===== src/rtl/fpulhc_pkg.sv =====
package fpulhc_pkg;

  // Reservation rows look ahead this many cycles, bit k meaning cycle i + k
  localparam int FPULHC_ROW_W = 11;
  localparam int FPULHC_NUM_CLS = 11;

  // Cycle i of every class is the cycle the dispatcher issues, execute_phase_one
  typedef enum logic [3:0] {
    FPULHC_CLS_SINGLE,       // Single-cycle, shared with the fixed-point family
    FPULHC_CLS_DP2,          // Two-cycle double-precision
    FPULHC_CLS_FOUR,         // sp_add, sp_sub, sp_to_int, sp_truncate, int_to_sp, sp_multiply, dp 4-cycle
    FPULHC_CLS_INT_TO_DP,    // int_to_dp_convert
    FPULHC_CLS_LOAD,         // Load on the load/store unit
    FPULHC_CLS_DP_CMP,       // Double-precision compare
    FPULHC_CLS_DP_ADD,       // dp_add and dp_sub
    FPULHC_CLS_INT32_MUL,    // int32_multiply
    FPULHC_CLS_INT32_MUL_DP, // int32_multiply_dp_result
    FPULHC_CLS_DP_MUL,       // dp_multiply
    FPULHC_CLS_MUL16         // 16x16-bit multiply
  } fpulhc_cls_t;

  typedef logic [FPULHC_ROW_W-1:0] fpulhc_row_t;

  // Row indices of the reservation record; bar rows follow, one per target class
  localparam int FPULHC_ROW_RD = 0;
  localparam int FPULHC_ROW_LO = 1;
  localparam int FPULHC_ROW_HI = 2;
  localparam int FPULHC_ROW_LD = 3;
  localparam int FPULHC_ROW_RES = 4;
  localparam int FPULHC_ROW_XP = 5;
  localparam int FPULHC_ROW_LP = 6;
  localparam int FPULHC_ROW_BAR = 7;
  localparam int FPULHC_NUM_ROW = FPULHC_ROW_BAR + FPULHC_NUM_CLS;

  // Per-class masks, in enum order
  localparam fpulhc_row_t FPULHC_RD_MASK [FPULHC_NUM_CLS] = '{
    11'h001, 11'h001, 11'h001, 11'h001, 11'h001, 11'h003,
    11'h003, 11'h00F, 11'h00F, 11'h00F, 11'h001};
  localparam fpulhc_row_t FPULHC_LO_MASK [FPULHC_NUM_CLS] = '{
    11'h001, 11'h001, 11'h008, 11'h008, 11'h001, 11'h002,
    11'h020, 11'h100, 11'h100, 11'h100, 11'h002};
  localparam fpulhc_row_t FPULHC_HI_MASK [FPULHC_NUM_CLS] = '{
    11'h000, 11'h002, 11'h000, 11'h010, 11'h000, 11'h000,
    11'h040, 11'h000, 11'h200, 11'h200, 11'h000};
  localparam fpulhc_row_t FPULHC_LD_MASK [FPULHC_NUM_CLS] = '{
    11'h000, 11'h000, 11'h000, 11'h000, 11'h010, 11'h000,
    11'h000, 11'h000, 11'h000, 11'h000, 11'h000};
  localparam fpulhc_row_t FPULHC_RES_MASK [FPULHC_NUM_CLS] = '{
    11'h002, 11'h004, 11'h010, 11'h020, 11'h020, 11'h004,
    11'h080, 11'h200, 11'h400, 11'h400, 11'h004};

  // Long write port guard after a double_word_load: cycles i + 1 .. i + 4
  localparam fpulhc_row_t FPULHC_LONG_GUARD = 11'h01E;

  // Issue bars left behind by one class against another
  localparam fpulhc_row_t FPULHC_BAR_DP2_SINGLE = 11'h002;
  localparam fpulhc_row_t FPULHC_BAR_DP2_DP2 = 11'h002;
  localparam fpulhc_row_t FPULHC_BAR_FOUR_SINGLE = 11'h008;
  localparam fpulhc_row_t FPULHC_BAR_FOUR_MUL16 = 11'h004;
  localparam fpulhc_row_t FPULHC_BAR_ITD_SINGLE = 11'h018;
  localparam fpulhc_row_t FPULHC_BAR_ITD_ITD = 11'h002;
  localparam fpulhc_row_t FPULHC_BAR_ITD_FOUR = 11'h002;
  localparam fpulhc_row_t FPULHC_BAR_MUL_LATE = 11'h070;
  localparam fpulhc_row_t FPULHC_BAR_I32M_MUL16 = 11'h040;
  localparam fpulhc_row_t FPULHC_BAR_DPM_MUL16 = 11'h180;
  localparam fpulhc_row_t FPULHC_BAR_DPA_SINGLE = 11'h060;
  localparam fpulhc_row_t FPULHC_BAR_DPA_EARLY = 11'h00C;

endpackage : fpulhc_pkg


===== src/rtl/fpulhc_unit.sv =====
// How it works
// (RULE_01) Result readable delay-slot count plus one cycles after operand read.
// (RULE_02) Four-cycle class reads on i, writes on i + 3.
// (RULE_03) Unit latency equals read-port occupancy cycles.
// (RULE_04) dp_add and dp_sub read on i and i + 1; next issue from i + 2.
// (RULE_05) dp_add and dp_sub write i + 5, i + 6; readable i + 7.
// (RULE_06) Fixed-point shared instructions occupy read ports one cycle only.
// (RULE_07) Cycle i is the issue cycle, execute_phase_one.
// (RULE_08) Load writes at i + 4 on its own write port.
// (RULE_09) Dispatcher must not issue into a locked unit.
// (RULE_10) False predicate still locks the unit.
// (RULE_11) DP compare and add lock two cycles; 32-bit and dp multiplies four.
// (RULE_12) Cross path of a multicycle instruction is reserved while it locks.
// (RULE_13) Same-cycle read or write port use by two instructions is a hazard.
// (RULE_14) After two-cycle DP, no single or two-cycle DP at i + 1.
// (RULE_15) After four-cycle, no single at i + 3, no 16x16 multiply at i + 2.
// (RULE_16) After int_to_dp_convert, bars on i + 3, i + 4 and i + 1.
// (RULE_17) After int32_multiply, four-cycle and dp_multiply barred i + 4..6.
// (RULE_18) After dp-result multiplies, 16x16 multiply barred at i + 7, i + 8.
// (RULE_19) After dp_multiply, four-cycle and 32-bit multiplies barred i + 4..6.
// (RULE_20) After dp_add or dp_sub, bars on i + 5, i + 6 and i + 2, i + 3.
// (RULE_21) Four-cycle class covers single-precision and dp four-cycle operations.
// (RULE_22) Long write port is shared with double_word_load upper word.
// (RULE_23) Long result must issue more than four cycles after double_word_load.
// (RULE_24) Double-precision results write low word one cycle before high.
// (RULE_25) Per-cycle reservation record for read, write and cross path.
module fpulhc_unit (
  input wire logic SYS_CLK,
  input wire logic RST_N,
  input wire logic CLK_EN,
  input wire logic ISSUE_VALID,
  input wire fpulhc_pkg::fpulhc_cls_t ISSUE_CLASS,
  input wire logic ISSUE_PRED,
  input wire logic ISSUE_XPATH,
  input wire logic ISSUE_LONG,
  input wire logic XPATH_OTHER,
  input wire logic DWLOAD_ISSUE,
  output logic UNIT_LOCKED,
  output logic XPATH_BUSY,
  output logic READ_PORT_BUSY,
  output logic WR_LO_EN,
  output logic WR_HI_EN,
  output logic LOAD_PORT_WR,
  output logic LONG_PORT_WR,
  output logic RESULT_READY,
  output logic READ_HAZARD,
  output logic WRITE_HAZARD,
  output logic LOCK_VIOLATION,
  output logic XPATH_VIOLATION,
  output logic LONG_PORT_HAZARD,
  output logic CLASS_BARRED,
  output logic ILLEGAL_CLASS
);
  import fpulhc_pkg::*;

  logic legal;
  logic go;
  logic wr_go;
  int cls_idx;
  fpulhc_row_t set_m [FPULHC_NUM_ROW];
  fpulhc_row_t row_v [FPULHC_NUM_ROW];
  fpulhc_row_t rd_all;
  fpulhc_row_t lo_all;
  fpulhc_row_t hi_all;
  fpulhc_row_t ld_all;
  fpulhc_row_t res_all;
  fpulhc_row_t xp_all;
  fpulhc_row_t lp_all;
  logic rd_clash;
  logic wr_clash;
  logic lock_now;
  logic xp_now;
  logic xp_use;
  logic long_now;
  logic bar_now;

  logic unit_locked_ff, nxt_unit_locked;
  logic xpath_busy_ff, nxt_xpath_busy;
  logic read_busy_ff, nxt_read_busy;
  logic wr_lo_ff, nxt_wr_lo;
  logic wr_hi_ff, nxt_wr_hi;
  logic load_wr_ff, nxt_load_wr;
  logic long_wr_ff, nxt_long_wr;
  logic result_ready_ff, nxt_result_ready;
  logic read_hazard_ff, nxt_read_hazard;
  logic write_hazard_ff, nxt_write_hazard;
  logic lock_vio_ff, nxt_lock_vio;
  logic xpath_vio_ff, nxt_xpath_vio;
  logic long_hazard_ff, nxt_long_hazard;
  logic barred_ff, nxt_barred;
  logic illegal_ff, nxt_illegal;

  // Bars an issued class leaves behind against a later target class
  function automatic fpulhc_row_t bar_mask(input fpulhc_cls_t c, input fpulhc_cls_t t);
    fpulhc_row_t m;
    m = '0;
    unique case (c)
      FPULHC_CLS_DP2: begin
        if (t == FPULHC_CLS_SINGLE) m = FPULHC_BAR_DP2_SINGLE; // RULE_14
        if (t == FPULHC_CLS_DP2) m = FPULHC_BAR_DP2_DP2; // RULE_14
      end
      FPULHC_CLS_FOUR: begin
        if (t == FPULHC_CLS_SINGLE) m = FPULHC_BAR_FOUR_SINGLE; // RULE_15
        if (t == FPULHC_CLS_MUL16) m = FPULHC_BAR_FOUR_MUL16; // RULE_15
      end
      FPULHC_CLS_INT_TO_DP: begin
        if (t == FPULHC_CLS_SINGLE) m = FPULHC_BAR_ITD_SINGLE; // RULE_16
        if (t == FPULHC_CLS_INT_TO_DP) m = FPULHC_BAR_ITD_ITD; // RULE_16
        if (t == FPULHC_CLS_FOUR) m = FPULHC_BAR_ITD_FOUR; // RULE_16
      end
      FPULHC_CLS_INT32_MUL: begin
        if (t == FPULHC_CLS_FOUR || t == FPULHC_CLS_DP_MUL) m = FPULHC_BAR_MUL_LATE; // RULE_17
        if (t == FPULHC_CLS_MUL16) m = FPULHC_BAR_I32M_MUL16; // RULE_17
      end
      FPULHC_CLS_INT32_MUL_DP: begin
        if (t == FPULHC_CLS_FOUR || t == FPULHC_CLS_DP_MUL) m = FPULHC_BAR_MUL_LATE;
        if (t == FPULHC_CLS_MUL16) m = FPULHC_BAR_DPM_MUL16; // RULE_18
      end
      FPULHC_CLS_DP_MUL: begin
        if (t == FPULHC_CLS_FOUR || t == FPULHC_CLS_INT32_MUL ||
            t == FPULHC_CLS_INT32_MUL_DP) m = FPULHC_BAR_MUL_LATE; // RULE_19
        if (t == FPULHC_CLS_MUL16) m = FPULHC_BAR_DPM_MUL16; // RULE_18
      end
      FPULHC_CLS_DP_ADD: begin
        if (t == FPULHC_CLS_SINGLE) m = FPULHC_BAR_DPA_SINGLE; // RULE_20
        if (t == FPULHC_CLS_FOUR || t == FPULHC_CLS_INT_TO_DP) m = FPULHC_BAR_DPA_EARLY; // RULE_20
      end
      // These classes bar no later class; their port writes are still recorded
      FPULHC_CLS_SINGLE, FPULHC_CLS_LOAD, FPULHC_CLS_DP_CMP, FPULHC_CLS_MUL16: begin
        m = '0;
      end
      default: begin
        m = '0;
      end
    endcase
    return m;
  endfunction : bar_mask

  // Issue decode and the masks each issue adds to the record
  always_comb begin
    legal = (ISSUE_CLASS <= FPULHC_CLS_MUL16);
    go = ISSUE_VALID && legal; // RULE_07
    // A false predicate makes a nop: no writes, but the read ports stay taken
    wr_go = go && ISSUE_PRED;
    cls_idx = legal ? int'(ISSUE_CLASS) : 0;
    for (int r = 0; r < FPULHC_NUM_ROW; r++) begin
      set_m[r] = '0;
    end
    if (go) begin
      set_m[FPULHC_ROW_RD] = FPULHC_RD_MASK[cls_idx]; // RULE_03 RULE_04 RULE_06 RULE_10 RULE_11
      if (ISSUE_XPATH) begin
        set_m[FPULHC_ROW_XP] = FPULHC_RD_MASK[cls_idx]; // RULE_12
      end
    end
    if (wr_go) begin
      set_m[FPULHC_ROW_LO] = FPULHC_LO_MASK[cls_idx]; // RULE_02 RULE_05 RULE_24
      set_m[FPULHC_ROW_HI] = FPULHC_HI_MASK[cls_idx]; // RULE_05 RULE_24
      set_m[FPULHC_ROW_LD] = FPULHC_LD_MASK[cls_idx]; // RULE_08
      set_m[FPULHC_ROW_RES] = FPULHC_RES_MASK[cls_idx]; // RULE_01 RULE_02 RULE_05 RULE_21
      for (int t = 0; t < FPULHC_NUM_CLS; t++) begin
        set_m[FPULHC_ROW_BAR + t] = bar_mask(ISSUE_CLASS, fpulhc_cls_t'(t));
      end
    end
    if (DWLOAD_ISSUE) begin
      set_m[FPULHC_ROW_LP] = FPULHC_LONG_GUARD; // RULE_22 RULE_23
    end
  end

  // One aging row per kind of resource, plus one bar row per target class
  for (genvar g = 0; g < FPULHC_NUM_ROW; g++) begin : g_rows
    fpulhc_resv_row u_row (
      .SYS_CLK(SYS_CLK),
      .RST_N(RST_N),
      .CLK_EN(CLK_EN),
      .SET_MASK(set_m[g]),
      .ROW(row_v[g])
    ); // RULE_25
  end

  // Merged record: what earlier issues hold plus what this cycle's issue adds
  always_comb begin
    rd_all = row_v[FPULHC_ROW_RD] | set_m[FPULHC_ROW_RD];
    lo_all = row_v[FPULHC_ROW_LO] | set_m[FPULHC_ROW_LO];
    hi_all = row_v[FPULHC_ROW_HI] | set_m[FPULHC_ROW_HI];
    ld_all = row_v[FPULHC_ROW_LD] | set_m[FPULHC_ROW_LD];
    res_all = row_v[FPULHC_ROW_RES] | set_m[FPULHC_ROW_RES];
    xp_all = row_v[FPULHC_ROW_XP] | set_m[FPULHC_ROW_XP];
    lp_all = row_v[FPULHC_ROW_LP] | set_m[FPULHC_ROW_LP];
  end

  // Clash terms compare the new issue with the aged record only, never with itself
  always_comb begin
    rd_clash = |(set_m[FPULHC_ROW_RD] & row_v[FPULHC_ROW_RD]); // RULE_13
    wr_clash = |((set_m[FPULHC_ROW_LO] | set_m[FPULHC_ROW_HI]) &
                 (row_v[FPULHC_ROW_LO] | row_v[FPULHC_ROW_HI])); // RULE_13
    lock_now = row_v[FPULHC_ROW_RD][0]; // RULE_09
    xp_now = row_v[FPULHC_ROW_XP][0]; // RULE_12
    xp_use = (go && ISSUE_XPATH) || XPATH_OTHER;
    long_now = wr_go && ISSUE_LONG; // RULE_22
    bar_now = row_v[FPULHC_ROW_BAR + cls_idx][0]; // RULE_14 RULE_20
  end

  // Lock and cross path look one cycle ahead so dispatch sees them in time
  always_comb begin
    nxt_unit_locked = rd_all[1]; // RULE_11
    nxt_xpath_busy = xp_all[1]; // RULE_12
  end

  always_ff @(posedge SYS_CLK or negedge RST_N) begin
    if (!RST_N) begin
      unit_locked_ff <= 1'b0;
      xpath_busy_ff <= 1'b0;
    end else if (CLK_EN) begin
      unit_locked_ff <= nxt_unit_locked;
      xpath_busy_ff <= nxt_xpath_busy;
    end
  end

  // Port strobes describe the previous cycle
  always_comb begin
    nxt_read_busy = rd_all[0];
    nxt_wr_lo = lo_all[0]; // RULE_24
    nxt_wr_hi = hi_all[0]; // RULE_24
    nxt_load_wr = ld_all[0]; // RULE_08
    nxt_long_wr = long_now; // RULE_22
    nxt_result_ready = res_all[0]; // RULE_01
  end

  always_ff @(posedge SYS_CLK or negedge RST_N) begin
    if (!RST_N) begin
      read_busy_ff <= 1'b0;
      wr_lo_ff <= 1'b0;
      wr_hi_ff <= 1'b0;
      load_wr_ff <= 1'b0;
      long_wr_ff <= 1'b0;
      result_ready_ff <= 1'b0;
    end else if (CLK_EN) begin
      read_busy_ff <= nxt_read_busy;
      wr_lo_ff <= nxt_wr_lo;
      wr_hi_ff <= nxt_wr_hi;
      load_wr_ff <= nxt_load_wr;
      long_wr_ff <= nxt_long_wr;
      result_ready_ff <= nxt_result_ready;
    end
  end

  // Still reported when the new issue breaks a lock; the outcome is undefined
  always_comb begin
    nxt_read_hazard = rd_clash; // RULE_13
    nxt_write_hazard = wr_clash; // RULE_13
    nxt_lock_vio = ISSUE_VALID && lock_now; // RULE_09
    nxt_xpath_vio = xp_use && xp_now; // RULE_12
    nxt_long_hazard = long_now && lp_all[0]; // RULE_22 RULE_23
  end

  always_ff @(posedge SYS_CLK or negedge RST_N) begin
    if (!RST_N) begin
      read_hazard_ff <= 1'b0;
      write_hazard_ff <= 1'b0;
      lock_vio_ff <= 1'b0;
      xpath_vio_ff <= 1'b0;
      long_hazard_ff <= 1'b0;
    end else if (CLK_EN) begin
      read_hazard_ff <= nxt_read_hazard;
      write_hazard_ff <= nxt_write_hazard;
      lock_vio_ff <= nxt_lock_vio;
      xpath_vio_ff <= nxt_xpath_vio;
      long_hazard_ff <= nxt_long_hazard;
    end
  end

  // Bars follow legal issues only; an illegal code records nothing at all
  always_comb begin
    nxt_barred = go && bar_now; // RULE_14 RULE_20
    nxt_illegal = ISSUE_VALID && !legal;
  end

  always_ff @(posedge SYS_CLK or negedge RST_N) begin
    if (!RST_N) begin
      barred_ff <= 1'b0;
      illegal_ff <= 1'b0;
    end else if (CLK_EN) begin
      barred_ff <= nxt_barred;
      illegal_ff <= nxt_illegal;
    end
  end

  assign UNIT_LOCKED = unit_locked_ff;
  assign XPATH_BUSY = xpath_busy_ff;
  assign READ_PORT_BUSY = read_busy_ff;
  assign WR_LO_EN = wr_lo_ff;
  assign WR_HI_EN = wr_hi_ff;
  assign LOAD_PORT_WR = load_wr_ff;
  assign LONG_PORT_WR = long_wr_ff;
  assign RESULT_READY = result_ready_ff;
  assign READ_HAZARD = read_hazard_ff;
  assign WRITE_HAZARD = write_hazard_ff;
  assign LOCK_VIOLATION = lock_vio_ff;
  assign XPATH_VIOLATION = xpath_vio_ff;
  assign LONG_PORT_HAZARD = long_hazard_ff;
  assign CLASS_BARRED = barred_ff;
  assign ILLEGAL_CLASS = illegal_ff;

endmodule : fpulhc_unit


===== src/rtl/fpulhc_resv_row.sv =====
module fpulhc_resv_row (
  input wire logic SYS_CLK,
  input wire logic RST_N,
  input wire logic CLK_EN,
  input wire fpulhc_pkg::fpulhc_row_t SET_MASK,
  output fpulhc_pkg::fpulhc_row_t ROW
);
  import fpulhc_pkg::*;

  fpulhc_row_t row_ff;
  fpulhc_row_t nxt_row;

  // Bit 0 is the current cycle; merging then shifting ages the record by one cycle
  always_comb begin
    nxt_row = (row_ff | SET_MASK) >> 1;
  end

  always_ff @(posedge SYS_CLK or negedge RST_N) begin
    if (!RST_N) begin
      row_ff <= '0;
    end else if (CLK_EN) begin
      row_ff <= nxt_row;
    end
  end

  assign ROW = row_ff;

endmodule : fpulhc_resv_row


===== config.mk =====
export PLATFORM = sky130hd
export DESIGN_NAME = fpulhc_unit
export DESIGN_NICKNAME = d
export VERILOG_FILES = /design/src/rtl/fpulhc_pkg.sv /design/src/rtl/fpulhc_unit.sv /design/src/rtl/fpulhc_resv_row.sv
export SDC_FILE = /design/constraint.sdc
export NUM_CORES = 1
export LEC_CHECK = 0
export BUFFER_PORTS_ARGS = -buffer_cell sky130_fd_sc_hd__buf_4
export CORE_MARGIN = 10
export CORE_UTILIZATION = 56
export CTS_BUF_LIST = sky130_fd_sc_hd__clkbuf_8
export CTS_CLUSTER_DIAMETER = 120
export DETAILED_ROUTE_END_ITERATION = 8
export GPL_ROUTABILITY_DRIVEN = 1
export GPL_TIMING_DRIVEN = 0
export PLACE_DENSITY = 0.89
export SETUP_SLACK_MARGIN = 0.1
export SLEW_MARGIN = 20
export SYNTH_ARGS = -nofsm -noshare
export SYNTH_HDL_FRONTEND = slang
export SYNTH_SLANG_ARGS = --single-unit

===== constraint.sdc =====
create_clock -name SYS_CLK -period 1.1 [get_ports SYS_CLK]
set_input_delay 0.11 -clock SYS_CLK [delete_from_list [all_inputs] [get_ports SYS_CLK]]
set_output_delay 0.11 -clock SYS_CLK [all_outputs]
set_load 0.05 [all_outputs]

==> metrics, run 1 <==
filler cell count=430; starting utilization of the core area=between 50% and 60%; arrival time at the worst endpoint=1.92 ns; buffer levels on the longest clock path=2; final cell count without fillers=544; Overall Power=0.00817 W; largest area contributor in the netlist=sky130_fd_sc_hd__dfrtp_1; largest fanout on the critical path=5; maximum level of the CTS H-tree=3; Chip Width=105 um; IO buf count=25; Worst Tran Pin Value=0.777 ns; first-pass GRT wire length=17,100 um; setup repair after global routing missed its margin=true; Worst Reg-to-Reg Cells=5; number of register bits inferred by synthesis=89; I/O pins=28; Net Count, Synth=399; reported max-cap violation count=0; multiplexer fraction of the synthesized cell area=11.5%; category of the worst setup path launch point=primary input; gate count after technology mapping=380; Yosys top cell area share=55.4%; status=finished, violations left; number of enable-type register cells in the synthesized netlist=0; Worst Setup Path Type=primary input to register; leakage power summed over all cells=approximately 2.3 nW; root buffer cell=sky130_fd_sc_hd__clkbuf_8; area growth from synthesis to layout=29.0%; Yosys warning total=0; pre-CTS setup slack=-1.11 ns; worst-case vdd ir drop=a little over 0.001 V; max-slew violation total from the final report=0; die area=0.0110 sq mm; clock tree from TritonCTS=built; post-route clock skew=0.0105 ns; routed wire length per instance=20.3 um; category of cells accounting for the largest share of critical-path delay=compound AO/OA/AOI/OAI gates; delay of the slowest cell on the worst path=~0.21 ns; post-route ant nets=0; final count of hold timing violations=89; TritonCTS sink count=89; required time of the worst setup path=1.35 ns; number of instances in the placed design=501; post-route worst setup slack=-0.564 ns; routed via count=between 3,000 and 4,000; 1st-iter DRT viols=269; launch point of the worst reg-to-reg path=g_rows[17].u_row.ROW[0]; Peak Freq=between 0.6 and 0.7 GHz; drc violations=0; Buffers & Inverters on Critical Path=4; Critical Path End Type=register; clock transition at the register clock pins on the worst setup and hold paths after CTS=around 0.080 ns; top cells by instance count after synthesis=89 x sky130_fd_sc_hd__dfrtp_1, 53 x sky130_fd_sc_hd__nor2_1, 38 x sky130_fd_sc_hd__a21oi_1; relative max-transition margin=between 40% and 50%; period utilisation layout=151%; post-synthesis adder-cell area fraction=under 10%; first-pass iteration count of the detailed router=5; dominant synthesized flop cell=sky130_fd_sc_hd__dfrtp_1; cell row count=30; most frequent cell after synthesis=sky130_fd_sc_hd__dfrtp_1; setup slack of the most critical reg-to-reg path=-0.26 ns; Synth async-reset ratio=100%; post-synthesis share of cell area spent on xor and xnor gates=0.218%; initial antenna violation count=0; dominant combinational cell family by area after synthesis=simple AND/OR/NAND/NOR gates; ratio of routed vias to standard cells=6.09; share of the synthesized area in compound gates (AO/OA/AOI/OAI)=13.3%; Final Hold Slack=-0.198 ns; slowest stage cell on the critical path=sky130_fd_sc_hd__o211a_1; Avg Synthesized Cell Area=10.6 sq um; Inserted Clock Buffers=9; drt total wl=11,100 um; Core Area=between 0.006 and 0.007 sq mm; reg-to-reg endpoint=CLASS_BARRED; number of nets in the final layout=~460; Mapped Area=0.00402 sq mm; cells traversed along the worst timing path=buf_8 > clkbuf_16 > o21ai_2 > and2_4 > inv_4 > ha_4 > inv_4 > ha_4 > nor2b_4 > a22o_1 > a211oi_2 > o211a_1 > a211oi_2; number of setup violations in the final report=16; largest net degree at the start of global routing=90; remaining global-route overflow=0; count of cell types in the netlist=between 40 and 50; power density relative to cell area=between 1500 and 2000 mW/mm^2; # diodes=0; fraction of layout cells with a size suffix above 1=38.4%; total global-route track usage=approximately 19%; top post-synthesis cells by area=sky130_fd_sc_hd__dfrtp_1 55%, sky130_fd_sc_hd__mux2_2 9.8%, sky130_fd_sc_hd__nor2_1 4.9%; clock latency on the worst-skew pair=between 0.3 and 0.4 ns; Tightest Hold Check Type=primary input to asynchronous set/reset pin; vias in the first global route=around 3,300; stages on the worst setup path=13; Final Critical Period=1.66 ns; sequential element share of the synthesized area=55.4%; simple logic cell fraction of the synthesized area=between 10% and 20%; violations in the final reports=hold timing, setup timing; global placement routability congestion=0.876; Post-DP HPWL=a little under 7000 um; Die Y=105 um
[layout make-up]
type / instances / area (sq um) / area share [%]
Tap cell: 96 / 120 / 2.32
Timing Repair Buffer: 52 / 492 / 9.48
Inverter: 19 / 78.8 / 1.52
Sequential cell: 89 / 2230 / 43.0
Multi-Input combinational cell: 250 / 1870 / 36.0
Buffer: 22 / 169 / 3.26
Clock inverter: 6 / 90.1 / 1.74
Clock buffer: 10 / 138 / 2.65
[flip-flops by register name, summed over array words and instances, names as in the netlist]
signal / count
XPATH_VIOLATION: 1
READ_HAZARD: 1
ILLEGAL_CLASS: 1
RESULT_READY: 1
WRITE_HAZARD: 1
READ_PORT_BUSY: 1
g_rows.u_row.ROW: 76
LOCK_VIOLATION: 1
WR_HI_EN: 1
LONG_PORT_HAZARD: 1
CLASS_BARRED: 1
LOAD_PORT_WR: 1
LONG_PORT_WR: 1
WR_LO_EN: 1
[kinds of logic after synthesis]
logic type | Yosys count
AOI/OAI and AO/OA | 89
xor gates and xnor gates | 1
adders and majority gates | 6
buffers and inverters | 41
DFF | 89
muxes | 42
and+or+nand+nor | 112
[layer usage]
layer / global-route usage (%) / wire length (um) / vias up
met4: 11.2 / 452 / 0
li1: - / - / 1450
met5: 0 / 0 / -
met1: 23.2 / 4420 / 1649
met3: 4.98 / 898 / 45
met2: 31.2 / 5290 / 169
[report_power, final]
group	switching (W)	total [W]	internal [W]
clock network	0.00120	0.00255	0.00135
registers	0.000281	0.00393	0.00365
logic	0.000947	0.00169	0.000746
[placed cells by master, fill, tap and decap left out, types with 3 or more instances in the layout]
| cell | instances |
|---|---|
| sky130_fd_sc_hd__a211oi_2 | 3 |
| sky130_fd_sc_hd__a21oi_1 | 34 |
| sky130_fd_sc_hd__a21oi_2 | 3 |
| sky130_fd_sc_hd__a31oi_1 | 5 |
| sky130_fd_sc_hd__and2_4 | 4 |
| sky130_fd_sc_hd__and3_4 | 4 |
| sky130_fd_sc_hd__buf_4 | 31 |
| sky130_fd_sc_hd__buf_6 | 21 |
| sky130_fd_sc_hd__buf_8 | 5 |
| sky130_fd_sc_hd__clkbuf_2 | 11 |
| sky130_fd_sc_hd__clkbuf_8 | 10 |
| sky130_fd_sc_hd__dfrtp_1 | 87 |
| sky130_fd_sc_hd__ha_4 | 4 |
| sky130_fd_sc_hd__inv_1 | 17 |
| sky130_fd_sc_hd__inv_4 | 3 |
| sky130_fd_sc_hd__mux2_2 | 34 |
| sky130_fd_sc_hd__mux2i_1 | 7 |
| sky130_fd_sc_hd__nand2_1 | 16 |
| sky130_fd_sc_hd__nand3_1 | 6 |
| sky130_fd_sc_hd__nor2_1 | 51 |
| sky130_fd_sc_hd__nor2b_1 | 4 |
| sky130_fd_sc_hd__o211ai_1 | 3 |
| sky130_fd_sc_hd__o21ai_0 | 8 |
| sky130_fd_sc_hd__o21ai_1 | 6 |
| sky130_fd_sc_hd__o21ai_2 | 6 |
[per-stage QoR]
stage	TNS, ns	hold WS [ns]	area [sq um]	util [%]
finish	-1.71	-0.198	5180	75.5
detailed placement	-21.97	0.384	4430	64.5
CTS	-1.33	-0.0157	5040	73.4
global route	-2.51	-0.135	5180	75.5
global placement	-21.03	0.368	4430	64.5
floorplan	-5.40	-0.186	4120	-
[worst max-delay path by stage]
stage | startpoint | to | slack, ns
after floorplan | ISSUE_CLASS[3] | CLASS_BARRED | -0.75
after global placement | ISSUE_CLASS[0] | CLASS_BARRED | -1.13
after detailed placement | ISSUE_CLASS[0] | CLASS_BARRED | -1.11
after CTS | ISSUE_CLASS[0] | CLASS_BARRED | -0.48
after global routing | ISSUE_CLASS[0] | CLASS_BARRED | -0.61
final | ISSUE_CLASS[0] | CLASS_BARRED | -0.56
[what timing repair did]
item	in CTS	in global routing
setup buffers	19	8
endpoints found under the setup margin	45	64
endpoints found under the hold margin	71	89
resized for setup	61	26
pin swaps	23	15
(Power assumes the default switching activity.)
==> inputs of run 2 (changes only) <==
BUFFER_PORTS_ARGS = -buffer_cell sky130_fd_sc_hd__buf_2   (was -buffer_cell sky130_fd_sc_hd__buf_4)
CORE_UTILIZATION = 57   (was 56)
MAX_ROUTING_LAYER = met4   (was not set)
PLACE_DENSITY = 0.87   (was 0.89)
clock period = 2.1 ns   (was 1.1 ns; I/O delays follow)
==> metrics, run 2 (same netlist as run 1, synthesis figures left out) <==
Tightest Hold Check Type=primary input to register (was primary input to asynchronous set/reset pin); setup repair after global routing missed its margin=false (was true); # diodes=0 (unchanged); category of the worst setup path launch point=primary input (unchanged); ratio of routed vias to standard cells=5.90 (was 6.09); commonest non-fill, non-tap cells in the layout=89 x sky130_fd_sc_hd__dfrtp_1, 53 x sky130_fd_sc_hd__nor2_1, 38 x sky130_fd_sc_hd__a21oi_1 (was 87 x sky130_fd_sc_hd__dfrtp_1, 51 x sky130_fd_sc_hd__nor2_1, 34 x sky130_fd_sc_hd__mux2_2, 34 x sky130_fd_sc_hd__a21oi_1, 31 x sky130_fd_sc_hd__buf_4); I/O pins=28 (unchanged); total global-route track usage=19.3% (was 19.4%); final count of hold timing violations=0 (was 89); relative max-transition margin=51.8% (was 48.2%); required time of the worst setup path=2.36 ns (was 1.35 ns); fraction of layout cells with a size suffix above 1=24.1% (was 38.4%); slowest stage cell on the critical path=sky130_fd_sc_hd__ha_4 (was sky130_fd_sc_hd__o211a_1); clock transition at the register clock pins on the worst setup and hold paths after CTS=0.08 ns (about the same); largest net degree at the start of global routing=62 (was 90); clock tree from TritonCTS=built (unchanged); post-route clock skew=0.00995 ns (was 0.0105 ns); cells traversed along the worst timing path=buf_2 > o21ai_1 > and2_2 > inv_4 > ha_4 > inv_4 > ha_4 > nor2b_4 > nand2_1 > o211ai_1 > a31oi_1 > a211oi_1 (was buf_8 > clkbuf_16 > o21ai_2 > and2_4 > inv_4 > ha_4 > inv_4 > ha_4 > nor2b_4 > a22o_1 > a211oi_2 > o211a_1 > a211oi_2); period utilisation layout=89.7%; Core Area=0.00683 sq mm (was 0.00687 sq mm); Post-DP HPWL=7120 um (was 6870 um); reported max-cap violation count=0 (unchanged); number of setup violations in the final report=0 (was 16); number of nets in the final layout=441 (was 462); clock latency on the worst-skew pair=0.37 ns (about the same); worst-case vdd ir drop=0.000518 V (was 0.00101 V); status=completed (was finished, violations left); drt total wl=9980 um (was 11,100 um); Die Y=104 um (was 105 um); category of cells accounting for the largest share of critical-path delay=compound AO/OA/AOI/OAI gates (unchanged); placed standard-cell area=0.00435 sq mm (was 0.00443 sq mm); Worst Setup Path Type=primary input to register (unchanged); routed wire length per instance=19.1 um (was 20.3 um); leakage power summed over all cells=2.12 nW (was 2.35 nW); 1st-iter DRT viols=249 (was 269); power density relative to cell area=886 mW/mm^2 (was 1580 mW/mm^2); drc violations=0 (unchanged); area growth from synthesis to layout=15.7% (was 29.0%); buffer levels on the longest clock path=2 (unchanged); Buffers & Inverters on Critical Path=3 (was 4); TritonCTS sink count=89 (unchanged); Critical Path End Type=register (unchanged); initial antenna violation count=0 (unchanged); Chip Width=104 um (was 105 um); routed via count=3,087 (was 3,313); post-route ant nets=0 (unchanged); Worst Tran Pin Value=0.723 ns (was 0.777 ns); Peak Freq=about 0.53 GHz; post-route standard cell area excluding fillers=0.00465 sq mm (was 0.00518 sq mm); Worst Reg-to-Reg Cells=4 (was 5); die area=0.0108 sq mm (was 0.0110 sq mm); first-pass GRT wire length=16,400 um (was 17,100 um); TNS Setup=0 ns (was -1.71 ns); maximum level of the CTS H-tree=3 (unchanged); Multi-input gate area=0.00167 sq mm (was 0.00187 sq mm); largest fanout on the critical path=5 (unchanged); cell row count=30 (unchanged); stages on the worst setup path=12 (was 13); Overall Power=0.00412 W (was 0.00817 W); most common cell after layout, fill and taps aside=sky130_fd_sc_hd__dfrtp_1 (unchanged); Min-Delay Path Depth=3; Seq. cell area=0.00223 sq mm (about the same); arrival time at the worst endpoint=2.15 ns (was 1.92 ns); max-slew violation total from the final report=0 (unchanged); global placement routability congestion=0.883 (was 0.876); first-pass iteration count of the detailed router=5 (unchanged); delay of the slowest cell on the worst path=0.28 ns (was 0.21 ns); remaining global-route overflow=0 (unchanged); Final Critical Period=1.88 ns; filler cell count=559 (was 430); IO buf count=25 (unchanged); root buffer cell=sky130_fd_sc_hd__clkbuf_8 (unchanged); flip-flop count of the largest register, all copies and words added=76 (unchanged); starting utilization of the core area=58.8% (was 58.5%); Inserted Clock Buffers=9 (unchanged); vias in the first global route=3,104 (was 3,316)
[run 2: cell type report]
type	count	share of cell area [%]
buffer	22	2.69
clock buffer	11	3.26
clock inverter	5	1.86
inverter	19	1.64
multi-input combinational	250	35.8
sequential	89	47.9
tap	96	2.58
timing repair buffer	31	4.25
[run 2: worst register-to-register path, stage by stage (launching register included)]
cell,delay (ns)
sky130_fd_sc_hd__dfrtp_1,0.44
sky130_fd_sc_hd__nor2_1,0.07
sky130_fd_sc_hd__or4_1,0.43
sky130_fd_sc_hd__and4_1,0.19
sky130_fd_sc_hd__a31oi_1,0.20
[run 2: metal layers]
metal,up-vias,global-route usage (%),wire length (um)
met2,116,30.2,4920
met5,-,-,0
met4,0,8.35,314
met3,34,3.78,636
li1,1412,-,-
met1,1525,23.8,4120
[run 2: path summary, 6_finish.rpt]
| check | startpoint | end | slack, ns |
|---|---|---|---|
| worst max-delay path | ISSUE_CLASS[1] | CLASS_BARRED | 0.22 |
| worst min-delay path | ISSUE_LONG | LONG_PORT_WR | 0.13 |
| worst max register to register | g_rows[1].u_row.ROW[0] | WRITE_HAZARD | 0.68 |
| worst min register to register | g_rows[16].u_row.ROW[5] | g_rows[16].u_row.ROW[4] | 0.50 |
| max in group asynchronous | RST_N | ILLEGAL_CLASS | 1.18 |
| min in group asynchronous | RST_N | g_rows[9].u_row.ROW[1] | 0.30 |
[run 2: repair_timing]
action,CTS,global route
hold buffers,1,0
buffers inserted,0,4
setup endpoints to repair,1,2
pin swaps,0,2
endpoints found under the hold margin,28,0
resized for setup,1,8
cloned,0,0
[run 2: report_power, final]
part | switching [W] | internal, W
registers | 0.000131 | 0.00191
logic | 0.000444 | 0.000275
clock network | 0.000616 | 0.000743
[run 2: metrics by stage]
step	instances	hold slack [ns]	util [%]	setup slack, ns
global route	523	0.135	68.1	0.104
CTS	519	0.121	67.3	0.106
detailed placement	502	0.154	63.7	-0.320
floorplan	380	-0.0856	-	0.108
global placement	501	0.468	63.2	-0.318
finish	523	0.127	68.1	0.216
